[src/npec_regs.vh]
// constants for the nand command-interface host controller
// assumes a 50 MHz core clock and a device with no clock of its own
`ifndef NPEC_REGS_VH
`define NPEC_REGS_VH
`define NPEC_CMD_READ_A 8'h00
`define NPEC_CMD_READ_B 8'h01
`define NPEC_CMD_READ_C 8'h50
`define NPEC_CMD_PROG 8'h80
`define NPEC_CMD_PROG_GO 8'h10
`define NPEC_CMD_ERASE 8'h60
`define NPEC_CMD_ERASE_GO 8'hd0
`define NPEC_CMD_STATUS 8'h70
`define NPEC_CMD_ID 8'h90
`define NPEC_CMD_RESET 8'hff
`define NPEC_ID_ADDR 8'h00
`define NPEC_PAGE_BYTES 10'd528
`define NPEC_MAIN_PARTIAL_MAX 2'd2
`define NPEC_SPARE_PARTIAL_MAX 2'd3
`define NPEC_ST_FAIL_BIT 0
`define NPEC_ST_READY_BIT 6
`define NPEC_ST_UNPROT_BIT 7
`define NPEC_ST_RESET_VAL 8'hc0
`define NPEC_OP_PROG 3'd1
`define NPEC_OP_ERASE 3'd2
`define NPEC_OP_STATUS 3'd3
`define NPEC_OP_ID 3'd4
`define NPEC_OP_RESET 3'd5
`define NPEC_OP_POINTER 3'd6
// strobe timing: each strobe phase except the read high phase, in ns and in cycles (rounded up)
`define NPEC_T_PHASE_NS 30
`define NPEC_T_PHASE_CYC 4'd2
`endif

[src/npec_skid.v]
// two-entry buffer between the user read path and the device read data
// assumes one clock, synchronous active-high reset
`timescale 1ns/1ps
`default_nettype none
module npec_skid (
	input wire clk,
	input wire rst,
	input wire [7:0] i_data,
	input wire i_valid,
	output wire o_ready,
	output wire [7:0] o_data,
	output wire o_valid,
	input wire i_ready
);
	reg [7:0] mem_q [0:1];
	reg rd_q;
	reg wr_q;
	reg [1:0] cnt_q;
	wire push;
	wire pop;
	assign push = i_valid && (cnt_q != 2'd2);
	assign pop = (cnt_q != 2'd0) && i_ready;
	assign o_ready = (cnt_q != 2'd2);
	assign o_valid = (cnt_q != 2'd0);
	assign o_data = mem_q[rd_q];
	// pointers and fill count; honest full at two entries
	always @(posedge clk) begin
		if (rst) begin
			rd_q <= 1'b0;
			wr_q <= 1'b0;
			cnt_q <= 2'd0;
		end else begin
			if (push) begin
				mem_q[wr_q] <= i_data;
				wr_q <= ~wr_q;
			end
			if (pop)
				rd_q <= ~rd_q;
			cnt_q <= cnt_q + {1'b0, push} - {1'b0, pop};
		end
	end
endmodule // npec_skid
`default_nettype wire

[src/npec_host.v]
// host controller driving a nand card through its strobes and byte bus
// assumes pins synchronous to I_CORE_CLK; ready/busy pulled up outside
`timescale 1ns/1ps
`default_nettype none
`include "npec_regs.vh"
module npec_host (
	input wire I_CORE_CLK,
	input wire I_RESET,
	input wire I_CMD_VALID,
	input wire [2:0] I_CMD_OP,
	input wire [7:0] I_CMD_ARG,
	input wire [23:0] I_CMD_ADDR,
	input wire [9:0] I_CMD_LEN,
	input wire I_CMD_PROTECT,
	output reg O_CMD_READY,
	input wire I_WR_VALID,
	input wire [7:0] I_WR_DATA,
	output reg O_WR_READY,
	output reg O_RD_VALID,
	output reg [7:0] O_RD_DATA,
	input wire I_RD_READY,
	output reg O_DONE,
	output reg O_FAIL,
	output reg O_LIMIT_ERR,
	output reg O_CHIP_SEL_N,
	output reg O_CMD_LATCH,
	output reg O_ADDR_LATCH,
	output reg O_INPUT_STROBE_N,
	output reg O_OUTPUT_STROBE_N,
	output reg O_PROTECT_N,
	input wire [7:0] I_IO,
	output reg [7:0] O_IO,
	output reg O_IO_OE,
	input wire I_READY_BUSY_N
);
	localparam S_IDLE = 7'b0000001;
	localparam S_SEQ = 7'b0000010; // emit the byte list
	localparam S_DATA = 7'b0000100; // serial program data
	localparam S_WAIT = 7'b0001000; // wait for ready/busy high
	localparam S_POLL = 7'b0010000; // status read cycle
	localparam S_READ = 7'b0100000; // status or id read cycles
	localparam S_END = 7'b1000000;

	reg [6:0] st_q;
	reg [7:0] seq_q [0:4]; // byte list: command then addresses then confirm
	reg [4:0] kind_q; // per entry: 1 = command, 0 = address
	reg [2:0] n_q;
	reg [2:0] idx_q;
	reg [2:0] op_q;
	reg [9:0] left_q;
	reg [3:0] ph_q; // strobe phase counter
	reg [1:0] step_q; // reads: 0 low phase, 1 high phase; writes: 0 high phase, 1 low phase
	reg [1:0] rdn_q;
	reg loaded_q;
	reg [1:0] part_q; // partial programs since last erase, whole device
	reg area_spare_q;
	reg rb_low_q; // saw ready/busy fall
	reg [7:0] rd_byte_q; // byte sampled while the read strobe is low
	wire sk_ready;
	wire sk_valid;
	wire [7:0] sk_data;
	reg sk_push;
	wire ph_done;
	wire sk_take;
	wire [1:0] part_max;
	integer i;

	assign ph_done = (ph_q == `NPEC_T_PHASE_CYC - 4'd1);
	assign part_max = area_spare_q ? `NPEC_SPARE_PARTIAL_MAX
		: `NPEC_MAIN_PARTIAL_MAX;
	assign sk_take = !O_RD_VALID || I_RD_READY;

	// read data passes a two-entry buffer so a stalled user drops nothing
	npec_skid u_skid (
		.clk(I_CORE_CLK),
		.rst(I_RESET),
		.i_data(rd_byte_q),
		.i_valid(sk_push),
		.o_ready(sk_ready),
		.o_data(sk_data),
		.o_valid(sk_valid),
		.i_ready(sk_take)
	);
	// output stage: refill when empty or when the user takes the byte
	always @(posedge I_CORE_CLK) begin
		if (I_RESET) begin
			O_RD_VALID <= 1'b0;
			O_RD_DATA <= 8'h00;
		end else if (sk_take) begin
			O_RD_VALID <= sk_valid;
			if (sk_valid)
				O_RD_DATA <= sk_data;
		end
	end

	// main sequencer
	always @(posedge I_CORE_CLK) begin
		if (I_RESET) begin
			st_q <= S_IDLE;
			for (i = 0; i < 5; i = i + 1)
				seq_q[i] <= 8'h00;
			kind_q <= 5'd0;
			n_q <= 3'd0;
			idx_q <= 3'd0;
			op_q <= 3'd0;
			left_q <= 10'd0;
			ph_q <= 4'd0;
			step_q <= 2'd0;
			rdn_q <= 2'd0;
			loaded_q <= 1'b0;
			part_q <= 2'd0;
			area_spare_q <= 1'b0;
			rb_low_q <= 1'b0;
			rd_byte_q <= 8'h00;
			sk_push <= 1'b0;
			O_CMD_READY <= 1'b0;
			O_WR_READY <= 1'b0;
			O_DONE <= 1'b0;
			O_FAIL <= 1'b0;
			O_LIMIT_ERR <= 1'b0;
			O_CHIP_SEL_N <= 1'b1;
			O_CMD_LATCH <= 1'b0;
			O_ADDR_LATCH <= 1'b0;
			O_INPUT_STROBE_N <= 1'b1;
			O_OUTPUT_STROBE_N <= 1'b1;
			O_PROTECT_N <= 1'b0;
			O_IO <= 8'h00;
			O_IO_OE <= 1'b0;
		end else begin
			sk_push <= 1'b0;
			O_DONE <= 1'b0;
			O_LIMIT_ERR <= 1'b0;
			O_WR_READY <= 1'b0;
			O_PROTECT_N <= ~I_CMD_PROTECT; // two-step protect, pin side
			case (st_q)
			S_IDLE: begin
				O_CMD_READY <= 1'b1;
				O_CHIP_SEL_N <= 1'b1;
				O_IO_OE <= 1'b0;
				idx_q <= 3'd0;
				step_q <= 2'd0;
				ph_q <= 4'd0;
				rb_low_q <= 1'b0;
				rdn_q <= 2'd0;
				loaded_q <= 1'b0;
				if (I_CMD_VALID && O_CMD_READY) begin
					O_CMD_READY <= 1'b0;
					op_q <= I_CMD_OP;
					left_q <= (I_CMD_LEN > `NPEC_PAGE_BYTES)
						? `NPEC_PAGE_BYTES : I_CMD_LEN;
					st_q <= S_SEQ;
					O_CHIP_SEL_N <= 1'b0;
					case (I_CMD_OP)
					`NPEC_OP_PROG: begin
						// refuse a program past the device-wide partial limit
						if (part_q >= part_max) begin
							O_LIMIT_ERR <= 1'b1;
							O_CMD_READY <= 1'b1;
							O_CHIP_SEL_N <= 1'b1;
							st_q <= S_IDLE;
						end
						seq_q[0] <= `NPEC_CMD_PROG;
						seq_q[1] <= I_CMD_ADDR[7:0];
						seq_q[2] <= I_CMD_ADDR[15:8];
						seq_q[3] <= I_CMD_ADDR[23:16];
						kind_q <= 5'b00001;
						n_q <= 3'd4;
					end
					`NPEC_OP_ERASE: begin
						// block address: only upper row bits matter
						seq_q[0] <= `NPEC_CMD_ERASE;
						seq_q[1] <= I_CMD_ADDR[15:8];
						seq_q[2] <= I_CMD_ADDR[23:16];
						seq_q[3] <= `NPEC_CMD_ERASE_GO;
						kind_q <= 5'b01001;
						n_q <= 3'd4;
					end
					`NPEC_OP_STATUS: begin
						seq_q[0] <= `NPEC_CMD_STATUS;
						kind_q <= 5'b00001;
						n_q <= 3'd1;
					end
					`NPEC_OP_ID: begin
						seq_q[0] <= `NPEC_CMD_ID;
						seq_q[1] <= `NPEC_ID_ADDR;
						kind_q <= 5'b00001;
						n_q <= 3'd2;
					end
					`NPEC_OP_RESET: begin
						seq_q[0] <= `NPEC_CMD_RESET;
						kind_q <= 5'b00001;
						n_q <= 3'd1;
					end
					default: begin
						// pointer: 00h, 01h or 50h from the argument
						seq_q[0] <= I_CMD_ARG;
						area_spare_q <= (I_CMD_ARG == `NPEC_CMD_READ_C);
						kind_q <= 5'b00001;
						n_q <= 3'd1;
					end
					endcase
				end
			end
			S_SEQ, S_DATA: begin
				// one write cycle: strobe low phase, then rise latches
				O_IO_OE <= 1'b1;
				O_CMD_LATCH <= (st_q == S_SEQ) && kind_q[idx_q];
				O_ADDR_LATCH <= (st_q == S_SEQ) && !kind_q[idx_q];
				if (st_q == S_SEQ)
					O_IO <= seq_q[idx_q];
				ph_q <= ph_q + 4'd1;
				if (step_q == 2'd0) begin
					if (st_q == S_DATA && !I_WR_VALID)
						ph_q <= 4'd0; // user stall holds the strobe high
					else if (ph_done) begin
						O_INPUT_STROBE_N <= 1'b0;
						if (st_q == S_DATA) begin
							O_IO <= I_WR_DATA;
							O_WR_READY <= 1'b1;
						end
						step_q <= 2'd1;
						ph_q <= 4'd0;
					end
				end else if (ph_done) begin
					O_INPUT_STROBE_N <= 1'b1;
					step_q <= 2'd0;
					ph_q <= 4'd0;
					if (st_q == S_DATA) begin
						loaded_q <= 1'b1;
						left_q <= left_q - 10'd1;
						if (left_q == 10'd1) begin
							// confirm goes out only after data
							seq_q[0] <= `NPEC_CMD_PROG_GO;
							n_q <= 3'd1;
							idx_q <= 3'd0;
							st_q <= S_SEQ;
						end
					end else if (idx_q == n_q - 3'd1) begin
						idx_q <= 3'd0;
						if (op_q == `NPEC_OP_PROG && !loaded_q) begin
							if (left_q == 10'd0) begin
								// nothing to load: no confirm, end quietly
								st_q <= S_END;
							end else
								st_q <= S_DATA;
						end else if (op_q == `NPEC_OP_PROG ||
							op_q == `NPEC_OP_ERASE ||
							op_q == `NPEC_OP_RESET) begin
							if (op_q == `NPEC_OP_PROG)
								part_q <= part_q + 2'd1;
							if (op_q == `NPEC_OP_ERASE)
								part_q <= 2'd0;
							st_q <= S_WAIT;
						end else if (op_q == `NPEC_OP_STATUS ||
							op_q == `NPEC_OP_ID)
							st_q <= S_READ;
						else
							st_q <= S_END;
					end else
						idx_q <= idx_q + 3'd1;
				end
			end
			S_WAIT: begin
				// only status and reset may reach the device now
				O_IO_OE <= 1'b0;
				O_CMD_LATCH <= 1'b0;
				O_ADDR_LATCH <= 1'b0;
				ph_q <= ph_q + 4'd1;
				if (!I_READY_BUSY_N)
					rb_low_q <= 1'b1;
				// high again after a fall, or no fall seen in time
				if ((rb_low_q || ph_q == 4'hf) && I_READY_BUSY_N) begin
					st_q <= (op_q == `NPEC_OP_RESET) ? S_END
						: S_POLL;
					ph_q <= 4'd0;
				end
			end
			S_POLL: begin
				// device already in status mode; read without 70h
				ph_q <= ph_q + 4'd1;
				if (step_q == 2'd0) begin
					O_OUTPUT_STROBE_N <= 1'b0;
					if (ph_done) begin
						step_q <= 2'd1;
						ph_q <= 4'd0;
					end
				end else begin
					O_OUTPUT_STROBE_N <= 1'b1;
					O_FAIL <= I_IO[`NPEC_ST_FAIL_BIT];
					// verify may still be running; poll bit 6
					if (I_IO[`NPEC_ST_READY_BIT])
						st_q <= S_END;
					step_q <= 2'd0;
					ph_q <= 4'd0;
				end
			end
			S_READ: begin
				// status or id bytes to the user
				O_IO_OE <= 1'b0;
				O_CMD_LATCH <= 1'b0;
				O_ADDR_LATCH <= 1'b0;
				ph_q <= ph_q + 4'd1;
				if (step_q == 2'd0) begin
					if (!sk_ready)
						ph_q <= 4'd0; // buffer full stalls the strobe
					else begin
						O_OUTPUT_STROBE_N <= 1'b0;
						if (ph_done) begin
							step_q <= 2'd1;
							ph_q <= 4'd0;
						end
					end
				end else begin
					O_OUTPUT_STROBE_N <= 1'b1;
					rd_byte_q <= I_IO; // strobe still low, bus valid
					sk_push <= 1'b1; // status or id byte into the buffer
					rdn_q <= rdn_q + 2'd1;
					step_q <= 2'd0;
					ph_q <= 4'd0;
					if (op_q == `NPEC_OP_STATUS || rdn_q == 2'd1)
						st_q <= S_END;
				end
			end
			S_END: begin
				O_IO_OE <= 1'b0;
				O_CMD_LATCH <= 1'b0;
				O_ADDR_LATCH <= 1'b0;
				O_CHIP_SEL_N <= 1'b1;
				O_DONE <= 1'b1;
				st_q <= S_IDLE;
			end
			default: st_q <= S_IDLE;
			endcase
		end
	end
endmodule // npec_host
`default_nettype wire

[config.mk]
export PLATFORM = sky130hd
export DESIGN_NAME = npec_host
export DESIGN_NICKNAME = d
export VERILOG_FILES = /design/src/npec_skid.v /design/src/npec_host.v
export VERILOG_INCLUDE_DIRS = /design/src
export SDC_FILE = /design/constraint.sdc
export NUM_CORES = 1
export LEC_CHECK = 0
export ABC_AREA = 1
export BUFFER_PORTS_ARGS = -buffer_cell sky130_fd_sc_hd__buf_4
export CORE_MARGIN = 8
export CORE_UTILIZATION = 55
export CTS_CLUSTER_SIZE = 16
export DETAILED_ROUTE_END_ITERATION = 12
export PLACE_DENSITY = 0.84
export RECOVER_POWER = 25
export SYNTH_ARGS = -nofsm -noshare
export SYNTH_HDL_FRONTEND = slang
export SYNTH_SLANG_ARGS = --single-unit
[constraint.sdc]
create_clock -name I_CORE_CLK -period 4 [get_ports I_CORE_CLK]
set_input_delay 0.6 -clock I_CORE_CLK [delete_from_list [all_inputs] [get_ports I_CORE_CLK]]
set_output_delay 0.6 -clock I_CORE_CLK [all_outputs]
set_load 0.05 [all_outputs]
==> results.json, run 1 <==
{
  "drv_cap": 0,
  "htreeDepth": 4,
  "fin_crit_sh_pct": 60.9,
  "hold_viol": 0,
  "drc": 0,
  "period_minus_slack_ns": 2.43,
  "grt_usage_pct": 20.9,
  "nets": 1043,
  "start_util_pct": 56.4,
  "grt_pass1_wl_mm": 27.5,
  "seq_area_frac_synth_pct": 46.2,
  "drt_iter0_drc": 724,
  "critPathMaxFanout": 20,
  "max_slew_margin_pct": 24.0,
  "grt_max_degree": 41,
  "core_area_um2": 12100,
  "die_y_um": 127,
  "cts_buffers": 17,
  "antenna_found_initial": 0,
  "dieWidth_um": 127,
  "ir_drop_uv": 365,
  "post-cts-setup-buffers": 0,
  "skew_ns": 0.00519,
  "stdcell_area_um2": 8060,
  "via_per_inst": 5.35,
  "end_kind": "flop",
  "worstPathRequired_ns": 4.34,
  "die_area_um2": 16200,
  "outcome": "finished clean",
  "multiInputGateArea_um2": 3160,
  "insertedDiodeCount": 0,
  "hpwlAfterDp_mm": 12.3,
  "boundaryPins": 97,
  "grt-ovfl-total": 0,
  "path_class": "reg -> reg",
  "crit_path_start_kind": "flop",
  "wl_per_cell_um": 14.6,
  "ys.flop_type": "dfxtp_1",
  "hold_path.class": "in -> reg",
  "synthesis.nets": 952,
  "insertion_delay_ns": 0.42,
  "regArea_um2": 3140,
  "power.density_nw_per_um2": 656,
  "synth_edf_count": 48,
  "syn_to_final_growth_pct": 18.6,
  "tightest_slew_ns": 1.14,
  "syn_area_per_cell_um2": 7.79,
  "cts_tree": "yes",
  "ys_ff_latch": 133,
  "yosysUniqueCellTypes": 47,
  "synth_top_area_share_pct": 25.0,
  "dr.pass1.iters": 5,
  "cts_root_buffer": "clkbuf_16",
  "synth_area_leaders": "dfxtp_1, edfxtp_1, nand2_1, nor2_1, nand3_1",
  "grt_pass1_vias": 5845,
  "yosys_warnings": 0,
  "fmax_mhz": 411,
  "cp.arrival_ns": 2.77,
  "leakage_uw": 0.00356,
  "fillCellCount": 1001,
  "grt_setup_unrepaired": "false",
  "clk_pin_slew_ns": 0.05,
  "placed_area_um2": 7610,
  "setup_viol": 0,
  "synth_top_cell_by_area": "dfxtp_1",
  "rows": 40,
  "num_vias": 6126,
  "antenna_left": 0,
  "drive_above_1_share_pct": 14.8,
  "ctsHoldBuffers": 0,
  "place.gp.congestion": 0.910,
  "slew_viol_final": 0,
  "cts_buffer_depth": 2,
  "wirelength_mm": 16.7,
  "synth-async-reset-ratio_pct": 0,
  "cts.repair.resized": 0,
  "io_buffers": 96,
  "synth_area_um2": 6800,
  "synthCells": 873,
  "tns_ns": 0,
  "cts_sinks": 133
}
[cell type report]
type | instances | area share (%)
multi-input cells | 617 | 39.1
flip-flops and latches | 133 | 39.0
repair buffers | 97 | 7.68
clock buffers | 17 | 5.28
inverters | 98 | 4.56
well taps | 168 | 2.61
clock inverters | 15 | 1.74
[critical path, cell delays in order, from the launching register on]
cell,delay (ns)
dfxtp_1,0.34
inv_1,0.07
a21oi_1,0.89
ha_1,0.38
inv_1,0.06
ha_1,0.16
xor2_1,0.20
o21ai_0,0.11
a21oi_1,0.15
[cells in the mapped netlist, types with 2 or more instances]
cell	number
a211oi_1	2
a21oi_1	43
a21oi_2	2
a22o_1	7
a31oi_1	11
buf_1	4
buf_2	6
buf_4	2
buf_6	2
clkbuf_1	11
dfxtp_1	85
edfxtp_1	48
ha_1	11
inv_1	89
inv_2	9
nand2_1	177
nand2_2	5
nand2_4	5
nand3_1	67
nand3_2	2
nand3_4	3
nand3b_1	5
nand4_1	8
nor2_1	123
nor2_2	10
nor2_4	6
nor2_8	2
nor3_1	5
nor4_1	3
o211ai_1	7
o21a_1	4
o21ai_0	61
o21ai_1	16
o22ai_1	11
xnor2_1	5
xor2_1	5
[final timing paths]
path	from	slack, ns	to	cells past startpoint
min reg2reg	O_IO[0]	0.46	O_IO[0]	2
max	u_skid.cnt_q[0]	1.57	u_skid.cnt_q[1]	8
max reg2reg	u_skid.cnt_q[0]	1.57	u_skid.cnt_q[1]	8
min	I_CMD_PROTECT	0.32	O_PROTECT_N	2
[placed cells by master (no fill, tap or decap), drive strengths merged, types with 2 or more instances in the layout]
master and instances:
or2 2, xor2 5, dfxtp 85, buf 68
nand3 72, a22o 7, nand2 187, o21ai 78
a211oi 3, inv 98, ha 11, nor3 6
a31oi 11, clkbuf 46, o22ai 11, clkinvlp 7
a21oi 45, xnor2 5, nor2 141, clkinv 6
o21a 4, nand3b 5, o211ai 7, nor4 3
nand4 9, bufinv 2, edfxtp 48
[registers in the layout, summed over array words and instances, names as in the netlist, 2 cells and up, named ones only]
signal	count
rd_byte_q	8
ph_q	4
left_q	10
idx_q	3
n_q	3
kind_q	2
O_RD_DATA	8
part_q	2
O_IO	8
u_skid.cnt_q	2
op_q	3
rdn_q	2
st_q	7
u_skid.mem_q	16
seq_q	32
[cells by family (layout without fill, tap and decap cells)]
kind of cell / after synthesis / after routing / synth area share [%]
AND/OR/NAND/NOR: 426 / 426 / 29.0
adder cells (fa/ha/maj): 11 / 11 / 2.02
XOR/XNOR: 10 / 10 / 1.29
buffers and inverters: 123 / 227 / 7.23
flip-flops: 133 / 133 / 46.2
AO/OA/AOI/OAI: 170 / 170 / 14.2
[per-stage QoR]
stage	setup WS (ns)	util, %	total power, uW	hold WS [ns]	cells
floorplan	1.99	-	3380	0.422	873
global placement	1.44	63.1	3810	0.440	1113
detailed placement	1.35	63.1	3860	0.445	1113
CTS	1.59	67.8	5350	0.313	1145
global route	1.26	66.8	5630	0.324	1145
finish	1.57	66.8	5290	0.325	1145
[where the power goes]
| part | switching (uW) | internal, uW |
|---|---|---|
| Clock | 571 | 904 |
| Sequential | 175 | 1610 |
| Combinational | 1410 | 619 |
[metal layers]
| metal | up-vias | track usage, % | share of wire [%] |
|---|---|---|---|
| met3 | 34 | 5.70 | 7.3 |
| met4 | 0 | 9.10 | 2.2 |
| met1 | 2777 | 25.1 | 43 |
| li1 | 3096 | - | - |
| met2 | 219 | 34.5 | 48 |
| met5 | - | 0 | 0 |
(Power assumes the default switching activity.)
==> inputs of run 2 (changes only) <==
==> constraint.sdc (replaced) <==
create_clock -name I_CORE_CLK -period 2.55 [get_ports I_CORE_CLK]
set_input_delay 0.3825 -clock I_CORE_CLK [delete_from_list [all_inputs] [get_ports I_CORE_CLK]]
set_output_delay 0.3825 -clock I_CORE_CLK [all_outputs]
set_load 0.05 [all_outputs]
==> run 2 against run 1 <==
Effect of this change: design area increased by 0.90%; clock-buffer cell count increased by 5; wire length increased by 3.1%; via count increased by 2.4%; largest cell class unchanged; highest routed layer unchanged.
==> results.json, run 2 (synthesized netlist as in run 1, its figures left out) <==
{
  "reg.largest.list": "seq_q: 32 flops, u_skid.mem_q: 16 flops, left_q: 10 flops",
  "start_util_pct": 56.4,
  "grt_usage_pct": 21.3,
  "final_cell_mix": "nand2_1, nor2_1, inv_1",
  "syn_to_final_growth_pct": 19.7,
  "antenna_found_initial": 0,
  "num_vias": 6272,
  "drive_above_1_share_pct": 15.6,
  "clk_pin_slew_ns": 0.06,
  "ir_drop_uv": 856,
  "critPathTopFamily": "simple AND/OR/NAND/NOR gates",
  "finish.utilization_pct": 67.4,
  "worstPathRequired_ns": 2.63,
  "die_area_um2": 16200,
  "io_buffers": 96,
  "largest_reg_flops": 32,
  "dr.pass1.iters": 6,
  "p_sw_share_pct": 41.2,
  "drt_iter0_drc": 697,
  "via_per_inst": 5.46,
  "p_clk_share_pct": 28.7,
  "hold_path.class": "in -> reg",
  "core_area_um2": 12100,
  "largest-register": "seq_q",
  "grt_setup_unrepaired": "false",
  "dieWidth_um": 127,
  "place.gp.congestion": 0.977,
  "cts_buffer_depth": 2,
  "grt-ovfl-total": 0,
  "intPower_uw": 4960,
  "holdWs_ns": 0.111,
  "grt_pass1_vias": 5960,
  "antenna_left": 0,
  "outcome": "finished clean",
  "setup_viol": 0,
  "p_seq_share_pct": 33.2,
  "insertedDiodeCount": 0,
  "cts.repair.resized": 0,
  "slew_viol_final": 0,
  "cp.arrival_ns": 2.37,
  "insertion_delay_ns": 0.42,
  "skew_ns": 0.00978,
  "cts_buffers": 17,
  "p_comb_share_pct": 38.1,
  "max_slew_margin_pct": 27.4,
  "worstPathCellList": "inv_2 > nand2_2 > nor2_2 > nand2_4 > nand2_4 > nand2_1 > nor2_2 > nand4_1 > nand3_1",
  "die_y_um": 127,
  "path_class": "reg -> reg",
  "period_minus_slack_ns": 2.29,
  "tns_ns": 0,
  "leakage_uw": 0.00360,
  "fin_crit_sh_pct": 89.7,
  "nets": 1047,
  "wl_per_cell_um": 15.0,
  "grt_pass1_wl_mm": 28.1,
  "hold_viol": 0,
  "max_stage_delay_ns": 0.33,
  "grt_max_degree": 29,
  "hpwlAfterDp_mm": 12.4,
  "boundaryPins": 97,
  "drv_cap": 0,
  "wirelength_mm": 17.2,
  "end_kind": "flop",
  "layout_commonest_cell": "nand2_1",
  "power.net_switching_uw": 3480,
  "critPathMaxFanout": 20,
  "cts_sinks": 133,
  "slowest_stage": "dfxtp_1",
  "crit_path_start_kind": "flop",
  "power.density_nw_per_um2": 1040,
  "cts_root_buffer": "clkbuf_16",
  "dp_slack_ns": 0.144,
  "post-cts-setup-buffers": 0,
  "power_uw": 8440,
  "htreeDepth": 4,
  "tightest_slew_ns": 1.09,
  "worst_slack_ns": 0.262,
  "cts_tree": "yes",
  "fmax_mhz": 437,
  "ctsHoldBuffers": 0,
  "worstPathBufferInverterCount": 1,
  "rows": 40,
  "drc": 0
}
[run 2: changes by cell type in the layout (fill, tap and decap cells not counted), sizes merged]
cell / change
bufinv: -2
inv: +4
clkinv: -3
buf: +3
clkinvlp: -4
clkbuf: +6
[run 2: area by class of cell]
class,instances,area [um^2]
tap,168,210
inverter,98,368
clock inverter,10,82.6
sequential,133,3140
timing repair buffer,101,646
multi-input combinational,617,3170
fill,995,3930
clock buffer,22,518
[run 2: worst reg2reg max path: stages, from the launching register on]
cell	delay [ns]
dfxtp_1	0.33
inv_2	0.09
nand2_2	0.08
nor2_2	0.20
nand2_4	0.13
nand2_4	0.27
nand2_1	0.15
nor2_2	0.21
nand4_1	0.17
nand3_1	0.33
[run 2: path summary, 6_finish.rpt]
path | start | end | slack, ns | cells past startpoint
hold reg to reg | u_skid.cnt_q[1] | u_skid.cnt_q[1] | 0.46 | 1
setup / recovery | st_q[5] | seq_q[0][0] | 0.26 | 9
hold / removal | I_CMD_PROTECT | O_PROTECT_N | 0.11 | 2
setup reg to reg | st_q[5] | seq_q[0][0] | 0.26 | 9
[run 2: metrics by stage]
stage | cells | area, um^2
2_1_floorplan | 873 | 6800
3_3_place_gp | 1117 | 7640
3_5_place_dp | 1117 | 7640
4_1_cts | 1149 | 8240
5_1_grt | 1149 | 8130
6_report | 1149 | 8130
[run 2: power by group through the flow]
stage	Clock, uW	Combinational, uW	Sequential, uW
floorplan	0	2220	3090
global placement	0	3150	2830
detailed placement	0	3200	2840
CTS	2440	3270	2800
global route	2530	3570	2850
finish	2430	3210	2800
[run 2: routing by layer]
metal  vias up  GRT usage, %  share of wire, %  wire (um)
li1       3103             -                 -          -
met1      2852          25.8                42       7280
met2       274          35.5                47       8160
met3        43          5.32               7.7       1330
met4         0          8.75               2.5        428
met5         -             0                 0          0
